**src/rtl/alu_consts.vh**
```
// Constants for the integer subtract and exclusive-or execution slice.
`ifndef ALU_CONSTS_VH
`define ALU_CONSTS_VH
`define OPC_HI 31
`define OPC_LO 24
`define TGT_HI 23
`define TGT_LO 16
`define FIRST_HI 15
`define FIRST_LO 8
`define SECOND_HI 7
`define SECOND_LO 0
`define LIT_SEL_BIT 24
// Opcode pairs, low bit stripped (7-bit group code).
`define GRP_DIFF_SIGNED 7'h10
`define GRP_DIFF_UNSIGNED 7'h11
`define GRP_SUB 7'h12
`define GRP_BORROW_SIGNED 7'h14
`define GRP_BORROW_UNSIGNED 7'h15
`define GRP_BORROW 7'h16
`define GRP_REV_SIGNED 7'h18
`define GRP_REV_UNSIGNED 7'h19
`define GRP_REV 7'h1A
`define GRP_REV_BORROW_SIGNED 7'h1C
`define GRP_REV_BORROW_UNSIGNED 7'h1D
`define GRP_REV_BORROW 7'h1E
`define GRP_XOR 7'h4A
`define GRP_XNOR 7'h4B
// Status flag positions in the flag vector {wrap, top, clear, carry}.
`define FLG_V 3
`define FLG_N 2
`define FLG_Z 1
`define FLG_C 0
`define FLAGS_RST 4'h0
`endif

```
**src/rtl/op_decode.v**
```verilog
// Instruction decoder for the subtract and exclusive-or slice.
`timescale 1ns/100ps
`include "alu_consts.vh"
module op_decode (
    input wire [31:0] instr_i,
    output reg valid_o,
    output reg is_sub_o,
    output reg reverse_o,
    output reg use_carry_o,
    output reg chk_signed_o,
    output reg chk_unsigned_o,
    output reg invert_o,
    output wire lit_sel_o
);
    wire [6:0] grp = instr_i[`OPC_HI:`OPC_LO+1];

    assign lit_sel_o = instr_i[`LIT_SEL_BIT];

    always @*
    begin
        valid_o = 1'b1;
        is_sub_o = 1'b1;
        reverse_o = 1'b0;
        use_carry_o = 1'b0;
        chk_signed_o = 1'b0;
        chk_unsigned_o = 1'b0;
        invert_o = 1'b0;
        case (grp)
            `GRP_SUB: ;
            `GRP_DIFF_SIGNED: chk_signed_o = 1'b1;
            `GRP_DIFF_UNSIGNED: chk_unsigned_o = 1'b1;
            `GRP_BORROW: use_carry_o = 1'b1;
            `GRP_BORROW_SIGNED:
            begin
                use_carry_o = 1'b1;
                chk_signed_o = 1'b1;
            end
            `GRP_BORROW_UNSIGNED:
            begin
                use_carry_o = 1'b1;
                chk_unsigned_o = 1'b1;
            end
            `GRP_REV: reverse_o = 1'b1;
            `GRP_REV_SIGNED:
            begin
                reverse_o = 1'b1;
                chk_signed_o = 1'b1;
            end
            `GRP_REV_UNSIGNED:
            begin
                reverse_o = 1'b1;
                chk_unsigned_o = 1'b1;
            end
            `GRP_REV_BORROW:
            begin
                reverse_o = 1'b1;
                use_carry_o = 1'b1;
            end
            `GRP_REV_BORROW_SIGNED:
            begin
                reverse_o = 1'b1;
                use_carry_o = 1'b1;
                chk_signed_o = 1'b1;
            end
            `GRP_REV_BORROW_UNSIGNED:
            begin
                reverse_o = 1'b1;
                use_carry_o = 1'b1;
                chk_unsigned_o = 1'b1;
            end
            `GRP_XOR: is_sub_o = 1'b0;
            `GRP_XNOR:
            begin
                is_sub_o = 1'b0;
                invert_o = 1'b1;
            end
            default:
            begin
                valid_o = 1'b0;
                is_sub_o = 1'b0;
            end
        endcase
    end
endmodule

```
**src/rtl/sub_adder.v**
```verilog
// Adder core: a + ~b + cin with signed overflow and borrow detection.
`timescale 1ns/100ps
module sub_adder #(
    parameter WIDTH = 32
) (
    input wire [WIDTH-1:0] a_i,
    input wire [WIDTH-1:0] b_i,
    input wire cin_i,
    output wire [WIDTH-1:0] sum_o,
    output wire carry_o,
    output wire ovf_o
);
    wire [WIDTH-1:0] nb = ~b_i;
    wire [WIDTH:0] full = {1'b0, a_i} + {1'b0, nb} + {{WIDTH{1'b0}}, cin_i};

    assign sum_o = full[WIDTH-1:0];
    assign carry_o = full[WIDTH];
    // Overflow when both addends share a sign the sum does not.
    assign ovf_o = (a_i[WIDTH-1] == nb[WIDTH-1]) && (sum_o[WIDTH-1] != a_i[WIDTH-1]);
endmodule

```
**src/rtl/sub_xor_alu.v**
```verilog
// Integer subtract and exclusive-or execution slice with out-of-range trap.
`timescale 1ns/100ps
`include "alu_consts.vh"
module sub_xor_alu #(
    parameter WIDTH = 32,
    parameter LIT_W = 8
) (
    input wire sys_clk_i,
    input wire srst_i,
    input wire issue_i,
    input wire [31:0] instr_i,
    input wire [WIDTH-1:0] first_operand_i,
    input wire [WIDTH-1:0] second_reg_i,
    output wire [7:0] first_index_field_o,
    output wire [7:0] second_index_field_o,
    output reg wr_en_o,
    output reg [7:0] target_index_field_o,
    output reg [WIDTH-1:0] target_register_o,
    output reg trap_o,
    output wire [3:0] flags_o,
    output reg illegal_o
);
    wire valid;
    wire is_sub;
    wire reverse;
    wire use_carry;
    wire chk_signed;
    wire chk_unsigned;
    wire invert;
    wire lit_sel;
    wire [WIDTH-1:0] second_operand;
    wire [WIDTH-1:0] add_a;
    wire [WIDTH-1:0] add_b;
    wire cin;
    wire [WIDTH-1:0] sum;
    wire carry;
    wire ovf;
    wire [WIDTH-1:0] logic_res;
    wire [WIDTH-1:0] result;
    reg [3:0] flags_ff;
    reg [3:0] nxt_flags;

    op_decode u_dec (
        .instr_i(instr_i),
        .valid_o(valid),
        .is_sub_o(is_sub),
        .reverse_o(reverse),
        .use_carry_o(use_carry),
        .chk_signed_o(chk_signed),
        .chk_unsigned_o(chk_unsigned),
        .invert_o(invert),
        .lit_sel_o(lit_sel)
    );

    assign first_index_field_o = instr_i[`FIRST_HI:`FIRST_LO];
    assign second_index_field_o = instr_i[`SECOND_HI:`SECOND_LO];

    assign second_operand = lit_sel ?
        {{(WIDTH-LIT_W){1'b0}}, instr_i[LIT_W-1:0]} : second_reg_i;

    // Reverse forms simply swap the adder inputs.
    assign add_a = reverse ? second_operand : first_operand_i;
    assign add_b = reverse ? first_operand_i : second_operand;
    // Two's complement is ~b + 1; the borrow forms feed the carry bit instead.
    assign cin = use_carry ? flags_ff[`FLG_C] : 1'b1;

    sub_adder #(
        .WIDTH(WIDTH)
    ) u_add (
        .a_i(add_a),
        .b_i(add_b),
        .cin_i(cin),
        .sum_o(sum),
        .carry_o(carry),
        .ovf_o(ovf)
    );

    assign logic_res = invert ? ~(first_operand_i ^ second_operand)
                              : (first_operand_i ^ second_operand);
    assign result = is_sub ? sum : logic_res;
    assign flags_o = flags_ff;

    always @*
    begin
        nxt_flags = flags_ff;
        if (issue_i && valid)
        begin
            nxt_flags[`FLG_N] = result[WIDTH-1];
            nxt_flags[`FLG_Z] = ~|result;
            if (is_sub)
            begin
                nxt_flags[`FLG_V] = ovf;
                nxt_flags[`FLG_C] = carry;
            end
        end
    end

    always @(posedge sys_clk_i)
    begin
        if (srst_i)
        begin
            flags_ff <= `FLAGS_RST;
            wr_en_o <= 1'b0;
            target_index_field_o <= 8'h00;
            target_register_o <= {WIDTH{1'b0}};
            trap_o <= 1'b0;
            illegal_o <= 1'b0;
        end
        else
        begin
            flags_ff <= nxt_flags;
            // Write happens even when a trap is raised alongside it.
            wr_en_o <= issue_i && valid;
            illegal_o <= issue_i && !valid;
            if (issue_i && valid)
            begin
                target_index_field_o <= instr_i[`TGT_HI:`TGT_LO];
                target_register_o <= result;
            end
            // A carry-out of zero means the subtraction borrowed.
            trap_o <= issue_i && valid &&
                ((chk_signed && ovf) || (chk_unsigned && !carry));
        end
    end
endmodule

```
**config.mk**
```make
export PLATFORM = sky130hd
export DESIGN_NAME = sub_xor_alu
export DESIGN_NICKNAME = d
export VERILOG_FILES = /design/src/rtl/op_decode.v /design/src/rtl/sub_adder.v /design/src/rtl/sub_xor_alu.v
export VERILOG_INCLUDE_DIRS = /design/src /design/src/rtl
export SDC_FILE = /design/constraint.sdc
export NUM_CORES = 1
export LEC_CHECK = 0
export BUFFER_PORTS_ARGS = -buffer_cell sky130_fd_sc_hd__buf_4
export CAP_MARGIN = 10
export CORE_MARGIN = 3
export CORE_UTILIZATION = 40
export CTS_BUF_LIST = sky130_fd_sc_hd__clkbuf_8 sky130_fd_sc_hd__clkbuf_16
export DETAILED_ROUTE_END_ITERATION = 8
export GPL_ROUTABILITY_DRIVEN = 0
export SETUP_SLACK_MARGIN = 0.5
export SLEW_MARGIN = 20
export SYNTH_ARGS = -nofsm -noshare
export SYNTH_HDL_FRONTEND = slang
export SYNTH_SLANG_ARGS = --single-unit
```
**constraint.sdc**
```tcl
create_clock -name sys_clk_i -period 14.84 [get_ports sys_clk_i]
set_input_delay 1.484 -clock sys_clk_i [delete_from_list [all_inputs] [get_ports sys_clk_i]]
set_output_delay 1.484 -clock sys_clk_i [all_outputs]
set_load 0.02 [all_outputs]
```
==> Word-level counts from Yosys, hierarchy flattened <==
Cells that the tools add are included.
{ "totals": {"wordCells": 59, "in_bits": 99, "register_bits": 47, "out_inout_bits": 63} }
{ "op_classes": {"bitwise_logic": 3, "reduce_logical": 18, "muxes": 13, "add_sub_neg": 2, "n_eq_ne": 16} }
{ "ops": {"columns": ["operator", "n"], "rows": [
  ["$mux 32", 5],
  ["$eq 7x5->1 const B", 12],
  ["$not 32->32", 2],
  ["$add 32x32->33", 1],
  ["$add 33x1->33", 1],
  ["$reduce_or 32->1", 1],
  ["$xor 32x32->32", 1],
  ["$eq 7x7->1 const B", 2],
  ["$reduce_or 14->1", 1],
  ["$reduce_or 12->1", 1],
  ["$reduce_or 6->1", 2],
  ["$mux 1", 8],
  ["$reduce_or 4->1", 2],
  ["$logic_and 1x1->1", 6],
  ["$logic_not 1->1", 3],
  ["$reduce_and 2->1", 1],
  ["$eq 1x1->1", 1],
  ["$logic_or 1x1->1", 1],
  ["$ne 1x1->1", 1]
]} }

==> Logic depth before layout (Yosys ltp) <==
Gate-level depths: netlist of the first run.
{ "depth": {"word_depth": 12, "depth_mapped": 21} }

==> Modules after synthesis <==
Synthesis of the first run repeated with hierarchy kept, for this count alone.
{ "unflattened": {"cells_unflattened": 755, "area_unflattened_um2": 5870.6} }
{ "modules_own_cells": {"columns": ["module", "seq_area_each_um2", "cells_each", "instances", "area_each_um2"], "rows": [
  ["sub_xor_alu", 920.9, 440, 1, 3754.9],
  ["sub_adder", 0.0, 301, 1, 2000.7],
  ["op_decode", 0.0, 14, 1, 115.1]
]} }

==> Worst setup path after synthesis of the first run <==
Ideal clock, no wire load.
{ "synth_path": {"path_type": "input -> register", "start": "in instr_i[31]", "end": "reg flags_ff[1], in the netlist flags_o[1]", "path_buffers": 4, "path_slack_ns": 8.863, "t_arrival_ns": 5.919, "stages": 21, "t_required_ns": 14.781, "setup_time_ns": 0.059, "path_cell_list": "nor2_1 nand2_1 a21oi_1 buf_2 buf_1 buf_2 buf_1 nand3b_1 fa_1 fa_1 a21o_1 nand3_1 nand2_1 xnor2_1 a21oi_1 or4_1 nor4_1 nand4_1 nor4_1 and4b_1 a31o_1"} }
{ "synth_between": {"elab_chain_cells": 10} }
{ "synth_lines": {"columns": ["element", "line", "text"], "rows": [
  ["start, declared", "sub_xor_alu.v:11", "input wire [31:0] instr_i,"],
  ["$eq 7x5->1", "op_decode.v:28", "case (grp)"],
  ["$reduce_or 6->1 (no source line)", null, null],
  ["$mux 1", "op_decode.v:28", null],
  ["$mux 32", "sub_xor_alu.v:63", "assign add_b = reverse ? first_operand_i : second_operand;"],
  ["$not 32->32", "sub_adder.v:13", "wire [WIDTH-1:0] nb = ~b_i;"],
  ["$add 32x32->33", "sub_adder.v:14", "wire [WIDTH:0] full = {1'b0, a_i} + {1'b0, nb} + {{WIDTH{1'b0}}, cin_i};"],
  ["$add 33x1->33", "sub_adder.v:14", null],
  ["$mux 32", "sub_xor_alu.v:80", "assign result = is_sub ? sum : logic_res;"],
  ["$reduce_or 32->1", "sub_xor_alu.v:89", "nxt_flags[`FLG_Z] = ~|result;"],
  ["$logic_not 1->1", "sub_xor_alu.v:89", null],
  ["end signal, assigned", "sub_xor_alu.v:102", "flags_ff <= `FLAGS_RST;"],
  ["end signal, assigned", "sub_xor_alu.v:111", "flags_ff <= nxt_flags;"],
  ["end, declared", "sub_xor_alu.v:40", "reg [3:0] flags_ff;"]
]} }
Parallel ways exist; a longest one is shown, timed or not.
A chain may end at the register's enable or synchronous reset.

==> Worst setup path in the final report of the first run <==
Same ends and word-level chain as after synthesis.

==> results of run 1 <==
-- cell families (layout without fill, tap and decap cells) --
family          Yosys count  in the layout  share of synthesized area (%)
simple gates            234            234                           20.7
compound gates          196            196                           22.3
xor+xnor                 88             88                           14.4
buf+inv                  67            163                           6.11
mux                      58             58                           11.4
flops                    46             46                           17.2
fa+ha+maj                33             33                           7.97
-- cells in the mapped netlist (all sizes together) (4+ instances only) --
library cell	n
a21o	16
or3	4
o21ai	43
ha	31
xor2	14
clkbuf	28
and3	7
dfxtp	46
buf	32
a31oi	5
and4	5
nor2b	27
nor3	12
a211oi	24
mux2i	34
inv	7
nand4	9
nand3	6
nor2	72
xnor2	74
nand2	73
mux2	24
a21oi	77
-- report_power, final --
part           switching [mW]  internal (mW)
logic                   0.121         0.0958
clock network          0.0494         0.0630
registers             0.00215          0.127
-- cell usage in the layout (no fill, tap or decap), types with 4 or more instances in the layout --
cell	synthesis	final
buf_4	18	148
a21oi_1	76	75
xnor2_1	74	74
nor2_1	72	72
nand2_1	73	72
dfxtp_1	46	46
mux2i_1	34	34
o21ai_0	33	33
ha_1	31	31
nor2b_1	27	27
mux2_2	24	24
a211oi_1	24	24
a21o_1	16	16
xor2_1	14	14
nor3_1	12	12
nand4_1	9	9
o21ai_1	10	9
and3_1	7	7
inv_1	7	7
nand3_1	6	6
and4_1	5	5
a31oi_1	5	5
clkbuf_16	0	5
or3_1	4	4
-- state kept, by name, summed over array words and instances (netlist names) --
| register | count |
|---|---|
| target_register_o | 32 |
| illegal_o | 1 |
| wr_en_o | 1 |
| flags_o | 3 |
| trap_o | 1 |
| target_index_field_o | 8 |
-- layout make-up --
type	instances	area, um2
clock buffer	5	125
clock inverter	3	23.8
fill	1268	6310
inverter	7	26.3
multi-input combinational	609	4150
sequential	46	921
tap	172	215
timing repair buffer	148	1110
-- per-stage QoR --
| step | utilization, % | area (um2) | hold WS [ns] |
|---|---|---|---|
| floorplan | - | 5370 | 0.528 |
| global placement | 49.8 | 6410 | 0.443 |
| detailed placement | 49.8 | 6410 | 0.448 |
| CTS | 50.9 | 6560 | 0.457 |
| global route | 51.0 | 6570 | 0.482 |
| finish | 51.0 | 6570 | 0.456 |
-- worst max-delay path, cell delays in order --
cell and delay, ns:
buf_4 0.11, nor2_1 0.10, nand2_1 0.14, a21oi_4 0.13
buf_4 0.53, nand2_2 0.08, buf_4 0.38, nand2_1 0.16
o21ai_0 0.14, fa_1 0.54, fa_1 0.42, a21o_1 0.21
nand3_1 0.14, nand2_1 0.09, xnor2_1 0.15, a21oi_1 0.10
or4_1 0.53, nor4_1 0.29, nand4_1 0.15, nor4_1 0.23
and4b_1 0.24, a31o_1 0.14
-- per-layer routing --
layer  GRT usage (%)  vias up
met5               0        -
met4            4.34        0
met3            1.90       20
met2            32.5      189
met1            27.9     2467
li1                -     2742
-- worst paths after layout --
check | from | slack (ns) | endpoint | cells past startpoint
hold / removal | target_index_field_o[5] | 0.46 | target_index_field_o[5] | 2
setup reg to reg | flags_o[0] | 11.10 | flags_o[1] | 14
setup / recovery | instr_i[31] | 8.57 | flags_o[1] | 22
hold reg to reg | target_index_field_o[5] | 0.46 | target_index_field_o[5] | 2
==> impl_metrics.ini, run 1 <==
[die]
dieArea_um2 = 14800
pin_count = 162
coreArea_um2 = 12900
die_w_um = 122
rows = 41
die_h_um = 122
initial_core_util_pct = 41.7

[drt]
wl_met3_um = 943
vias_per_cell = 5.47
top_layer = met4
wl_per_cell_um = 15.3
ant_nets = 0
dr_wl_met2_mm = 6.78
dr.pass1.iters = 5
drt_wl_total_mm = 15.1
drc = 0
via_count = 5418
m1WireLength_mm = 7.19
dr.first_iter.drc_count = 389

[global_route]
grt_antenna_before_repair = 0
grt_remaining_overflow = 0
grt_pass1_vias = 5194
grt.total_usage_pct = 19.7
grt_first_pass_wirelength_mm = 24.5
grt_max_degree = 81

[power_and_ir_drop]
p_total_mw = 0.458
p_leak_nw = 2.87
max-vdd-ir-drop_mv = 0.0428
powerDensity_nw_per_um2 = 69.8

[synthesis]
ys.flop_type = dfxtp_1
ys_types = 57
yosysSeqAreaShare_pct = 17.2
yosys_register_bits = 46
synth_area_leaders = dfxtp_1 (17%), xnor2_1 (12%), ha_1 (7.2%), a21oi_1 (7.1%), mux2i_1 (6.3%)
synthCells = 722
yosysWarnings = 0
synth_async_sr_flop_share_pct = 0
synth_fp_nets = 854
synth.avg_cell_area_um2 = 7.43
synth-edff-count = 0
synth_top_area_cell = dfxtp_1
synth_top_cell_area_share_pct = 17.2
netlist_area_um2 = 5370

[sta]
hold_viol_final = 0
worst_slack_ns = 8.57
report.final.slew_viol_count = 0
skew_ns = 0.00461
worst_pin_slew_ns = 0.937
finalCriticalPeriod_ns = 6.27
maxSlewHeadroom_pct = 37.6
rsz0062_at_grt = false
setup_viol = 0
timing.fmax_ghz = 0.159
tns_ns = 0
post-route-period-util_pct = 42.2

[final_layout]
drive_gt1_share_pct = 22.9
area.growth.synth_to_final_pct = 22.4
diodes = 0
fin_nets = 949
fin_cells = 990

[placement]
dpl.hpwl_mm = 12.1
post-place-ws_ns = 8.26
io_buffers = 145
placed_cells = 982

[worst_setup_path]
required_ns = 15.07
critPathMaxFanout = 80
startpoint_type = input pin
endpoint_kind = flop
critPathArrivalTime_ns = 6.50
worstSetupPathType = input pin to flop

[clock_network]
clk_pin_slew_ns = 0.07
cts_tree = yes
cts_buffer_depth = 2
clkLatencyLatePin_ns = 0.29
cts_hold_buf = 0
clkSinkCount = 46
ctsResizeCount = 0
cts_made_buffers = 5
post_cts_buffers = 0
htree_levels = 2
clock-root-buffer = clkbuf_16

[run_status]
status = complete, no violations

[flow_run]
maxCapViolations = 0

[hold_path]
hp-class = flop to flop
(Power assumes the default switching activity.)
==> run 2, diff against run 1 <==
Settings changed: PLACE_DENSITY from default to 0.67.
Clock period 14.84 ns to 5.1 ns, I/O delays scaled along.
==> run 2 against run 1 <==
Via count decreased by 1.6%; core utilization grew 0.56 points; non-clock buffer count grew 4; register-to-register slack lost 9.7 ns; flip-flop and latch count is the same; clock power grew to 3.2 times the previous value; critical path type unchanged; first-iteration DRC count grew 18%; clock skew down 0.0013 ns; sequential power grew to 2.9 times the previous value; global-route usage shrank 0.46 points; cell area is 1.1% higher; sequential share of layout area fell by 0.15 points.
==> impl_metrics.ini, run 2 (synthesis gave the netlist of run 1 again) <==
[power_and_ir_drop]
p_total_mw = 1.37
max-vdd-ir-drop_mv = 0.138
powerDensity_nw_per_um2 = 206
p_leak_nw = 2.91

[global_route]
grt_pass1_vias = 4820
grt_remaining_overflow = 0
grt_max_degree = 62
grt.total_usage_pct = 19.2
grt_antenna_before_repair = 0
grt_first_pass_wirelength_mm = 23.6

[worst_setup_path]
endpoint_kind = flop
worst_path_most_repeated_cell = buf_4
required_ns = 5.33
crit_chain = buf_4 > buf_4 > mux2i_1 > o21ai_0 > ha_1 > a21oi_1 > o21ai_1 > a221o_1 > a211o_1 > a21oi_2 > nor4_1 > nor3_1 > nand2_1 > nor4_2 > and4b_1 > a31o_1
critPathMaxFanout = 23
cp-startpoint = instr_i[24]
worstSetupPathType = input pin to flop
critPathArrivalTime_ns = 4.52
startpoint_type = input pin
reg2reg_from = flags_o[0]
crit_path_top_delay_cell = a221o_1
cp.buffers_inverters = 2
slowest_delay_ns = 0.42
cp_top_family = compound AO/OA/AOI/OAI gates

[sta]
holdWs_ns = 0.452
setup_viol = 0
report.final.slew_viol_count = 0
tns_ns = 0
timing.fmax_ghz = 0.233
post-route-period-util_pct = 84.3
worst_pin_slew_ns = 0.699
hold_viol_final = 0
rsz0062_at_grt = true
maxSlewHeadroom_pct = 53.2
finalCriticalPeriod_ns = 4.30
skew_ns = 0.00336

[drt]
drc = 0
ant_nets = 0
dr.pass1.iters = 5
vias_per_cell = 5.36
wl_per_cell_um = 15.0
dr.first_iter.drc_count = 459
drt_wl_total_mm = 14.9
via_count = 5332

[clock_network]
clock-root-buffer = clkbuf_16
post_cts_buffers = 0
cts_buffer_depth = 2
cts_tree = yes
clkSinkCount = 46
clkLatencyLatePin_ns = 0.28
clk_pin_slew_ns = 0.06
cts_made_buffers = 5
htree_levels = 2

[flow_run]
maxCapViolations = 0

[die]
rows = 41
die_w_um = 122
dieArea_um2 = 14800
pin_count = 162
die_h_um = 122
initial_core_util_pct = 41.7
coreArea_um2 = 12900

[final_layout]
final_cell_mix = buf_4 (151), a21oi_1 (74), xnor2_1 (74)
fin_nets = 953
seq_area_um2 = 921
drive_gt1_share_pct = 23.4
largest_register_ffs = 32
area.growth.synth_to_final_pct = 23.7
diodes = 0
final_common_cell = buf_4
multi_input_area_um2 = 4160
fill_cells = 1310
top_register = target_register_o

[run_status]
status = complete, no violations

[hold_path]
hp-class = input pin to flop
min_from = instr_i[26]

[placement]
dpl.hpwl_mm = 11.9
io_buffers = 145
## run 2: power breakdown
group / switching, mW / internal, mW / total, mW / leakage [nW]
logic: 0.352 / 0.281 / 0.633 / 2.45
clock network: 0.133 / 0.228 / 0.361 / 0.0864
registers: 0.00566 / 0.370 / 0.375 / 0.373
## run 2: path summary, 6_finish.rpt
| path | endpoint | slack, ns | cells after the start |
|---|---|---|---|
| hold / removal | trap_o | 0.45 | 2 |
| hold reg to reg | target_index_field_o[0] | 0.46 | 2 |
| setup reg to reg | flags_o[1] | 1.38 | 14 |
| setup / recovery | flags_o[1] | 0.80 | 16 |
## run 2: layer usage
| metal | track usage (%) | up-vias | part of all wire [%] |
|---|---|---|---|
| met3 | 1.67 | 16 | 7.0 |
| met2 | 30.5 | 192 | 44 |
| li1 | - | 2759 | - |
| met1 | 28.5 | 2365 | 48 |
| met4 | 3.92 | 0 | 1.3 |
| met5 | 0 | - | 0 |
## run 2: metrics by stage
stage	utilization, %	area, um2	worst slack, ns	cells
floorplan	-	5380	0.539	722
finish	51.6	6640	0.802	994
CTS	51.4	6620	0.739	994
global route	51.6	6640	0.492	994
global placement	50.1	6450	0.529	986
detailed placement	50.1	6450	0.456	986
## run 2: layout make-up
type / count / area share (%)
tap: 172 / 3.24
clock inverter: 3 / 0.565
sequential: 46 / 13.9
inverter: 7 / 0.396
timing repair buffer: 152 / 17.4
clock buffer: 5 / 1.88
multi-input combinational: 609 / 62.7
## run 2: repair_timing
| action | 4_1_cts | 5_1_grt |
|---|---|---|
| resized for setup | 0 | 4 |
| hold buffers | 0 | 0 |
| setup endpoints to repair | 0 | 3 |
